--- config.mk ---
export PLATFORM = sky130hd
export DESIGN_NAME = ictc_top
export DESIGN_NICKNAME = d
export VERILOG_FILES = /design/src/ictc_pkg.sv /design/src/ictc_ratio_gate.sv /design/src/ictc_top.sv
export SDC_FILE = /design/constraint.sdc
export NUM_CORES = 1
export LEC_CHECK = 0
export CORE_AREA = 10 10 66 68
export CTS_BUF_LIST = sky130_fd_sc_hd__clkbuf_4 sky130_fd_sc_hd__clkbuf_8
export CTS_CLUSTER_SIZE = 25
export DETAILED_ROUTE_END_ITERATION = 7
export DIE_AREA = 0 0 76 78
export DONT_BUFFER_PORTS = 1
export PLACE_DENSITY = 0.72
export SKIP_LAST_GASP = 1
export SYNTH_ARGS = -nofsm -noshare
export SYNTH_HDL_FRONTEND = slang
export SYNTH_SLANG_ARGS = --single-unit
--- constraint.sdc ---
create_clock -name clk_i -period 2.6 [get_ports clk_i]
set_clock_uncertainty 0.1 [all_clocks]
set_input_delay 0.52 -clock clk_i [delete_from_list [all_inputs] [get_ports clk_i]]
set_output_delay 0.52 -clock clk_i [all_outputs]
set_load 0.02 [all_outputs]
--- src/ictc_pkg.sv ---
/*
  ictc_pkg: constants, types and register map of the idle and cpu throttle control block.
  Assumes a 32-bit classic Wishbone register bus, one register per aligned word.
*/
package ictc_pkg;

  localparam logic [3:0] ICTC_OFS_REGULATOR = 4'h0;
  localparam logic [3:0] ICTC_OFS_THROTTLE  = 4'h4;

  // regulator_control layout
  localparam int         ICTC_REG_LP_BIT     = 1;
  localparam logic [7:0] ICTC_REG_FIXED_ONES = 8'h01;
  localparam logic [7:0] ICTC_REG_RESET      = 8'h01;

  // cpu_throttle_control layout
  localparam int         ICTC_THR_IDLE_BIT = 7;
  localparam int         ICTC_THR_EN_BIT   = 6;
  localparam int         ICTC_THR_ROI_BIT  = 5;
  localparam int         ICTC_THR_DOE_BIT  = 4;
  localparam logic [7:0] ICTC_THR_RESET    = 8'h00;
  localparam logic [2:0] ICTC_RATIO_RESET  = 3'h0;

  typedef enum logic [2:0] {
    ICTC_RUN   = 3'b001,
    ICTC_IDLE  = 3'b010,
    ICTC_SLEEP = 3'b100
  } ictc_mode_e;

  // one-cycle events from the cpu core
  typedef struct packed {
    logic sleep_exec;
    logic isr_entry;
    logic irq_return;
  } ictc_cpu_ev_s;

  // wake sources
  typedef struct packed {
    logic irq_pending;
    logic wdt_timeout;
    logic sleep_wake;
  } ictc_wake_s;

endpackage

--- src/ictc_ratio_gate.sv ---
/*
  ictc_ratio_gate: counts peripheral instruction cycles and grants one cpu
  cycle every 2^(ratio+1) of them while throttling; every cycle otherwise.
  Assumes the peripheral instruction-cycle enable on the same clock.
*/
`timescale 1ns/100ps
`default_nettype none
module ictc_ratio_gate
  import ictc_pkg::*;
#(
  parameter int CNT_W = 8
) (
  input  wire logic       clk_i,         // system clock
  input  wire logic       rst_i,         // sync reset, high
  input  wire logic       periph_cyc_i,  // peripheral cycle enable
  input  wire logic       throttle_i,    // throttling active
  input  wire logic [2:0] ratio_i,       // ratio code
  output logic            cpu_cyc_o      // cpu cycle enable
);

  logic [CNT_W-1:0] count;
  logic [CNT_W-1:0] limit;

  // code n gives 1:2^(n+1)
  assign limit = CNT_W'((9'h002 << ratio_i) - 9'h001);

  always_ff @(posedge clk_i) begin
    if (rst_i || !throttle_i) begin
      count <= '0;
    end else if (periph_cyc_i) begin
      count <= (count >= limit) ? '0 : count + 1'b1;
    end
  end

  assign cpu_cyc_o = periph_cyc_i && (!throttle_i || count == '0);

endmodule
`default_nettype wire

--- src/ictc_top.sv ---
/*
  ictc_top: idle/sleep selection, cpu halt and throttle control with its
  two software registers on a classic Wishbone slave.
  Assumes the cpu core pulses its events for one clock and the peripheral
  instruction-cycle enable comes from a divider on clk_i.
*/
// The register addresses and the Wishbone slave port were chosen for this implementation.
// Function
// - idle_select picks Idle or Sleep on sleep
// - Idle halts cpu and flash, peripherals run
// - sys-osc peripherals run in Idle, not Sleep
// - clock output keeps toggling in Idle
// - enabled interrupt ends Idle; idle_select kept
// - later sleep with idle_select re-enters Idle
// - interrupt waking Idle restores full speed if recovering
// - watchdog wakes Idle, no reset, no recovery
// - regulator low-power select bit 1, resets 0
// - regulator bits 7-2 read 0, bit 0 reads 1
// - throttle_enable gates cpu cycles by ratio
// - isr entry clears throttle_enable if recovering
// - return sets throttle_enable if throttle_on_return
// - debug forces full speed, stored bit kept
// - Sleep only while idle_select is clear
`timescale 1ns/100ps
`default_nettype none
module ictc_top
  import ictc_pkg::*;
(
  input  wire logic         clk_i,              // system clock, 10 MHz
  input  wire logic         rst_i,              // sync reset, high
  input  wire logic         cyc_i,              // wishbone cycle
  input  wire logic         stb_i,              // wishbone strobe
  input  wire logic         we_i,               // wishbone write
  input  wire logic [3:0]   adr_i,              // wishbone byte address
  input  wire logic [3:0]   sel_i,              // wishbone byte select
  input  wire logic [31:0]  dat_i,              // wishbone write data
  output logic [31:0]       dat_o,              // wishbone read data
  output logic              ack_o,              // wishbone ack
  input  wire ictc_cpu_ev_s cpu_ev_i,           // cpu one-cycle events
  input  wire logic         irq_pending_i,      // enabled irq flag set
  input  wire logic         wdt_timeout_i,      // watchdog time-out
  input  wire logic         sleep_wake_i,       // sleep wake event
  input  wire logic         debug_active_i,     // in-circuit debug
  input  wire logic         periph_cyc_i,       // peripheral cycle enable
  input  wire logic         clock_output_function_cfg_n_i,     // clock output cfg, low on
  output logic              cpu_cyc_o,          // cpu cycle enable
  output logic              cpu_halt_o,         // cpu and flash halted
  output logic              flash_en_o,         // program flash active
  output logic              fosc_periph_en_o,   // sys-osc periph clocks
  output logic              intosc_periph_en_o, // internal osc periph clocks
  output logic              clock_output_function_en_o,        // clock output toggling
  output logic              wdt_reset_block_o,  // watchdog reset blocked
  output logic              reg_lowpower_o,     // regulator lp in sleep
  output logic              idle_o,             // in Idle
  output logic              sleep_o             // in Sleep
);

  ictc_mode_e mode;
  ictc_mode_e next_mode;
  ictc_wake_s wake;
  logic       idle_select;
  logic       throttle_enable;
  logic       recover_on_interrupt;
  logic       throttle_on_return;
  logic [2:0] ratio;
  logic       regulator_lowpower_select;
  logic       wr_thr;
  logic       wr_reg;
  logic       bus_req;
  logic [7:0] rd_byte;
  logic       gate_cyc;
  logic       throttle_active;

  function automatic logic hit(input logic [3:0] a, input logic [3:0] ofs);
    hit = (a[3:2] == ofs[3:2]);
  endfunction

  // one driver for the whole struct
  assign wake = '{irq_pending: irq_pending_i, wdt_timeout: wdt_timeout_i, sleep_wake: sleep_wake_i};

  // wishbone slave, one registered ack per request, one wait state
  assign bus_req = cyc_i && stb_i && !ack_o;
  assign wr_thr  = bus_req && we_i && sel_i[0] && hit(adr_i, ICTC_OFS_THROTTLE);
  assign wr_reg  = bus_req && we_i && sel_i[0] && hit(adr_i, ICTC_OFS_REGULATOR);

  always_ff @(posedge clk_i) begin
    if (rst_i) begin
      ack_o <= 1'b0;
    end else begin
      ack_o <= bus_req;
    end
  end

  always_comb begin
    if (hit(adr_i, ICTC_OFS_REGULATOR)) begin
      rd_byte = ICTC_REG_FIXED_ONES;
      rd_byte[ICTC_REG_LP_BIT] = regulator_lowpower_select;
    end else if (hit(adr_i, ICTC_OFS_THROTTLE)) begin
      rd_byte = {idle_select, throttle_enable, recover_on_interrupt,
                 throttle_on_return, 1'b0, ratio};
    end else begin
      rd_byte = 8'h00;
    end
  end

  always_ff @(posedge clk_i) begin
    if (rst_i) begin
      dat_o <= 32'h0000_0000;
    end else if (bus_req && !we_i) begin
      dat_o <= {24'h00_0000, rd_byte};
    end
  end

  // regulator register; bit 0 is fixed, so a cleared write has no effect
  always_ff @(posedge clk_i) begin
    if (rst_i) begin
      regulator_lowpower_select <= ICTC_REG_RESET[ICTC_REG_LP_BIT];
    end else if (wr_reg) begin
      regulator_lowpower_select <= dat_i[ICTC_REG_LP_BIT];
    end
  end

  // idle select: software only, no wake touches it
  always_ff @(posedge clk_i) begin
    if (rst_i) begin
      idle_select <= ICTC_THR_RESET[ICTC_THR_IDLE_BIT];
    end else if (wr_thr) begin
      idle_select <= dat_i[ICTC_THR_IDLE_BIT];
    end
  end

  // recover-on-interrupt select
  always_ff @(posedge clk_i) begin
    if (rst_i) begin
      recover_on_interrupt <= ICTC_THR_RESET[ICTC_THR_ROI_BIT];
    end else if (wr_thr) begin
      recover_on_interrupt <= dat_i[ICTC_THR_ROI_BIT];
    end
  end

  // throttle-on-return select
  always_ff @(posedge clk_i) begin
    if (rst_i) begin
      throttle_on_return <= ICTC_THR_RESET[ICTC_THR_DOE_BIT];
    end else if (wr_thr) begin
      throttle_on_return <= dat_i[ICTC_THR_DOE_BIT];
    end
  end

  // throttle ratio code
  always_ff @(posedge clk_i) begin
    if (rst_i) begin
      ratio <= ICTC_RATIO_RESET;
    end else if (wr_thr) begin
      ratio <= dat_i[2:0];
    end
  end

  // throttle enable: hardware events first, then software
  always_ff @(posedge clk_i) begin
    if (rst_i) begin
      throttle_enable <= ICTC_THR_RESET[ICTC_THR_EN_BIT];
    end else if (cpu_ev_i.isr_entry && recover_on_interrupt) begin
      throttle_enable <= 1'b0;
    end else if (mode == ICTC_IDLE && wake.irq_pending && recover_on_interrupt) begin
      throttle_enable <= 1'b0;
    end else if (cpu_ev_i.irq_return && throttle_on_return) begin
      throttle_enable <= 1'b1;
    end else if (wr_thr) begin
      throttle_enable <= dat_i[ICTC_THR_EN_BIT];
    end
  end

  // power mode sequencing
  always_comb begin
    next_mode = mode;
    case (mode)
      ICTC_RUN: begin
        if (cpu_ev_i.sleep_exec) begin
          next_mode = idle_select ? ICTC_IDLE : ICTC_SLEEP;
        end
      end
      ICTC_IDLE: begin
        if (wake.irq_pending || wake.wdt_timeout) begin
          next_mode = ICTC_RUN;
        end
      end
      ICTC_SLEEP: begin
        if (wake.sleep_wake || wake.irq_pending) begin
          next_mode = ICTC_RUN;
        end
      end
      default: next_mode = ICTC_RUN;
    endcase
  end

  always_ff @(posedge clk_i) begin
    if (rst_i) begin
      mode <= ICTC_RUN;
    end else begin
      mode <= next_mode;
    end
  end

  assign throttle_active = throttle_enable && !debug_active_i;

  ictc_ratio_gate #(
    .CNT_W (8)
  ) u_gate (
    .clk_i        (clk_i),
    .rst_i        (rst_i),
    .periph_cyc_i (periph_cyc_i),
    .throttle_i   (throttle_active),
    .ratio_i      (ratio),
    .cpu_cyc_o    (gate_cyc)
  );

  assign cpu_cyc_o          = gate_cyc && mode == ICTC_RUN;
  assign cpu_halt_o         = mode != ICTC_RUN;
  assign flash_en_o         = mode == ICTC_RUN;
  assign fosc_periph_en_o   = mode != ICTC_SLEEP;
  assign intosc_periph_en_o = 1'b1;
  assign clock_output_function_en_o        = !clock_output_function_cfg_n_i && mode != ICTC_SLEEP;
  assign wdt_reset_block_o  = mode == ICTC_IDLE;
  assign reg_lowpower_o     = regulator_lowpower_select;
  assign idle_o             = mode == ICTC_IDLE;
  assign sleep_o            = mode == ICTC_SLEEP;

endmodule
`default_nettype wire

==> flow_summary.json <==
{
  "path_max_fanout": 2,
  "p_leak_nw": 0.615,
  "grt_max_degree": 21,
  "drv_slew": 0,
  "drt_first_pass_iters": 4,
  "place.gp.congestion": 0.785,
  "tritoncts.num_buffers": 3,
  "placed_cell_area_mm2": 0.00153,
  "rrSetupSlack_ps": 680,
  "syn_to_final_growth_pct": 0.157,
  "pwr-share-clk_pct": 26.7,
  "grt_usage_pct": 11.2,
  "min_path_cells": 1,
  "antenna_cells": 0,
  "dieArea_mm2": 0.00593,
  "dp_hpwl_um": 2690,
  "power_frac_seq_pct": 62.0,
  "via_per_inst": 5.13,
  "cp.required_ps": 1980,
  "synth_compound_area_share_pct": 8.52,
  "crit_arrival_ps": 1880,
  "internal_power_mw": 0.491,
  "wirelength_um": 3350,
  "setup_viol": 0,
  "peakVddDrop_mv": 0.399,
  "antenna_found_initial": 0,
  "post-route-min-period_ps": 2500,
  "hp-start": "rst_i",
  "worstMarginPinSlew_ps": 617,
  "clock.fmax_mhz": 401,
  "power.density_mw_per_mm2": 429,
  "row_count": 21,
  "combPwrFrac_pct": 11.3,
  "worstSetupStartpointType": "flop",
  "synthXorXnorAreaFrac_pct": 3.86,
  "syn_avg_cell_area_um2": 8.35,
  "ant_nets": 0,
  "synth_cells": 190,
  "worst_skew_pair.late_latency_ps": 320,
  "slew-limit-headroom_pct": 58.6,
  "r2r-start": "ratio[2]$_SDFFE_PP0P_",
  "grt_pass1_wl_um": 5680,
  "start_util_pct": 49.9,
  "final_area_mm2": 0.00159,
  "grt_pass1_vias": 1210,
  "cts_hold_buf": 0,
  "cts_htree_levels": 1,
  "reg2reg_depth": 6,
  "ys_seq_area_share_pct": 34.1,
  "min_to": "dat_o[4]$_SDFFE_PP0P_",
  "timing.rr.end": "u_gate.count[1]$_SDFFE_PP0P_",
  "synth_area_mm2": 0.00159,
  "drc": 0,
  "cts_root_buf": "clkbuf_4",
  "synth_simple_gate_area_share_pct": 23.6,
  "clk_pin_slew_worst_paths_ps": 140,
  "cts_tree": "done",
  "hold_path.class": "in2reg",
  "grt_overflow": 0,
  "layout-drive-gt1-share_pct": 8.95,
  "rsz0062_at_grt": "false",
  "dr_total_vias": 1211,
  "io_buffers": 0,
  "final_nets": 254,
  "status": "finished clean",
  "fin_crit_sh_pct": 96.0,
  "chipHeight_um": 78,
  "ys_ff_latch": 27,
  "synth_top_family_by_area": "simple AND/OR/NAND/NOR gates",
  "cap_violations": 0,
  "coreArea_mm2": 0.00318,
  "crit_type": "reg2out",
  "cp-end-kind": "output port",
  "synth_fa_ha_area_share_pct": 7.10,
  "synth_cell_types": 32,
  "yosysWarnings": 0,
  "p_sw_mw": 0.190,
  "finalHoldViolCount": 0,
  "switching_share_pct": 27.9,
  "wl_per_cell_um": 14.2,
  "die_w_um": 76,
  "clock_path_buffers": 2,
  "io_pins": 97,
  "drtIter0Drc": 60,
  "tns_ps": 0,
  "fillerInstances": 326,
  "clock-sinks": 27,
  "synth.area.mux_share_pct": 6.31,
  "p_total_mw": 0.681
}
## cells in the mapped netlist
cell type,n,area [µm²]
a221oi_2,1,15.0
buf_4,27,203
nor4_4,1,21.3
nand3_1,9,45.0
nand4_1,3,18.8
ha_1,9,113
o21ai_0,3,15.0
o311a_1,1,10.0
and3_1,1,6.26
a221o_1,1,10.0
or3_1,1,6.26
conb_1,2,7.51
nand4bb_1,1,11.3
nor2b_1,1,6.26
nor4_1,2,12.5
clkbuf_1,6,22.5
o22a_1,1,8.76
nand3b_4,1,20.0
xnor2_1,4,35.0
a31oi_1,1,6.26
nor3_1,5,25.0
xor2_1,3,26.3
mux2i_1,10,100
a21oi_1,11,55.1
nor2_1,28,105
dfxtp_1,27,541
inv_1,7,26.3
a21o_1,2,15.0
nand2_1,15,56.3
inv_2,1,3.75
or4b_2,1,10.0
nor3b_1,4,30.0
## worst max-delay path by stage
stage,start,end,slack [ps],depth (start not counted)
after global routing,u_gate.count[0]$_SDFFE_PP0P_,cpu_cyc_o,10,5
after global placement,u_gate.count[0]$_SDFFE_PP0P_,cpu_cyc_o,330,5
after detailed placement,u_gate.count[0]$_SDFFE_PP0P_,cpu_cyc_o,320,5
final,u_gate.count[0]$_SDFFE_PP0P_,cpu_cyc_o,100,5
after floorplan,u_gate.count[0]$_SDFFE_PP0P_,cpu_cyc_o,450,5
after CTS,u_gate.count[0]$_SDFFE_PP0P_,cpu_cyc_o,70,5
## placed cells by master (no fill, tap or decap), types with 7 or more instances in the layout
cell / Yosys / routed
nor2_1: 28 / 28
conb_1: 2 / 26
dfxtp_1: 27 / 25
nand2_1: 15 / 15
a21oi_1: 11 / 11
mux2i_1: 10 / 10
nand3_1: 9 / 9
ha_1: 9 / 9
inv_1: 7 / 7
## area by class of cell
type	instances	area, µm²	area share (%)
multi-input cells	146	891	56.1
flip-flops and latches	27	546	34.3
well taps	46	57.6	3.62
repair buffers	5	37.5	2.36
inverters	8	30.0	1.89
clock buffers	3	22.5	1.42
clock inverters	1	5.00	0.315
## layer usage
metal / wire length (µm) / global-route usage, % / share of wire (%)
met5: 0 / 0 / 0
met4: 2 / 1.70 / 0.060
met2: 1440 / 17.5 / 43
met3: 542 / 8.29 / 16
met1: 1360 / 12.0 / 41
## stage by stage
step | util (%) | hold WS [ps] | instances | setup slack (ps)
2_1_floorplan | - | 349 | 214 | 453
3_3_place_gp | 48.2 | 371 | 230 | 333
3_5_place_dp | 48.2 | 379 | 230 | 323
4_1_cts | 50.0 | 132 | 236 | 72.3
5_1_grt | 50.0 | 119 | 236 | 12.1
6_report | 50.0 | 145 | 236 | 103
## sequential cells by signal (all words and copies together), names as in the netlist
name                  count
u_gate.count              8
dat_o                     7
mode                      3
ratio                     3
ack_o                     1
idle_select               1
recover_on_interrupt      1
reg_lowpower_o            1
throttle_enable           1
throttle_on_return        1
## power groups by stage
stage,Combinational (mW),Clock [mW],Sequential (mW)
4_1_cts,0.0753,0.189,0.422
6_report,0.0771,0.182,0.422
3_3_place_gp,0.0746,0,0.432
2_1_floorplan,0.103,0,0.431
5_1_grt,0.0842,0.205,0.423
3_5_place_dp,0.0750,0,0.432
## logic make-up after synthesis
logic type | count (synthesis)
xor gates and xnor gates | 7
AOI/OAI and AO/OA | 21
other | 2
and+or+nand+nor | 73
DFF | 27
adders and majority gates | 9
buffers and inverters | 41
muxes | 10
## critical path, stage by stage (launching register included)
cell and delay (ps):
dfxtp_4 370, inv_1 50, ha_1 140, or4b_4 450, nor4_2 210, o311a_1 330
## repair_timing
| item | in CTS | in global routing |
|---|---|---|
| resized for setup | 5 | 0 |
| endpoints found under the setup margin | 1 | 1 |
| buffers inserted | 2 | 0 |
| pin swaps | 2 | 1 |
Power figures use the tool's default switching activity.
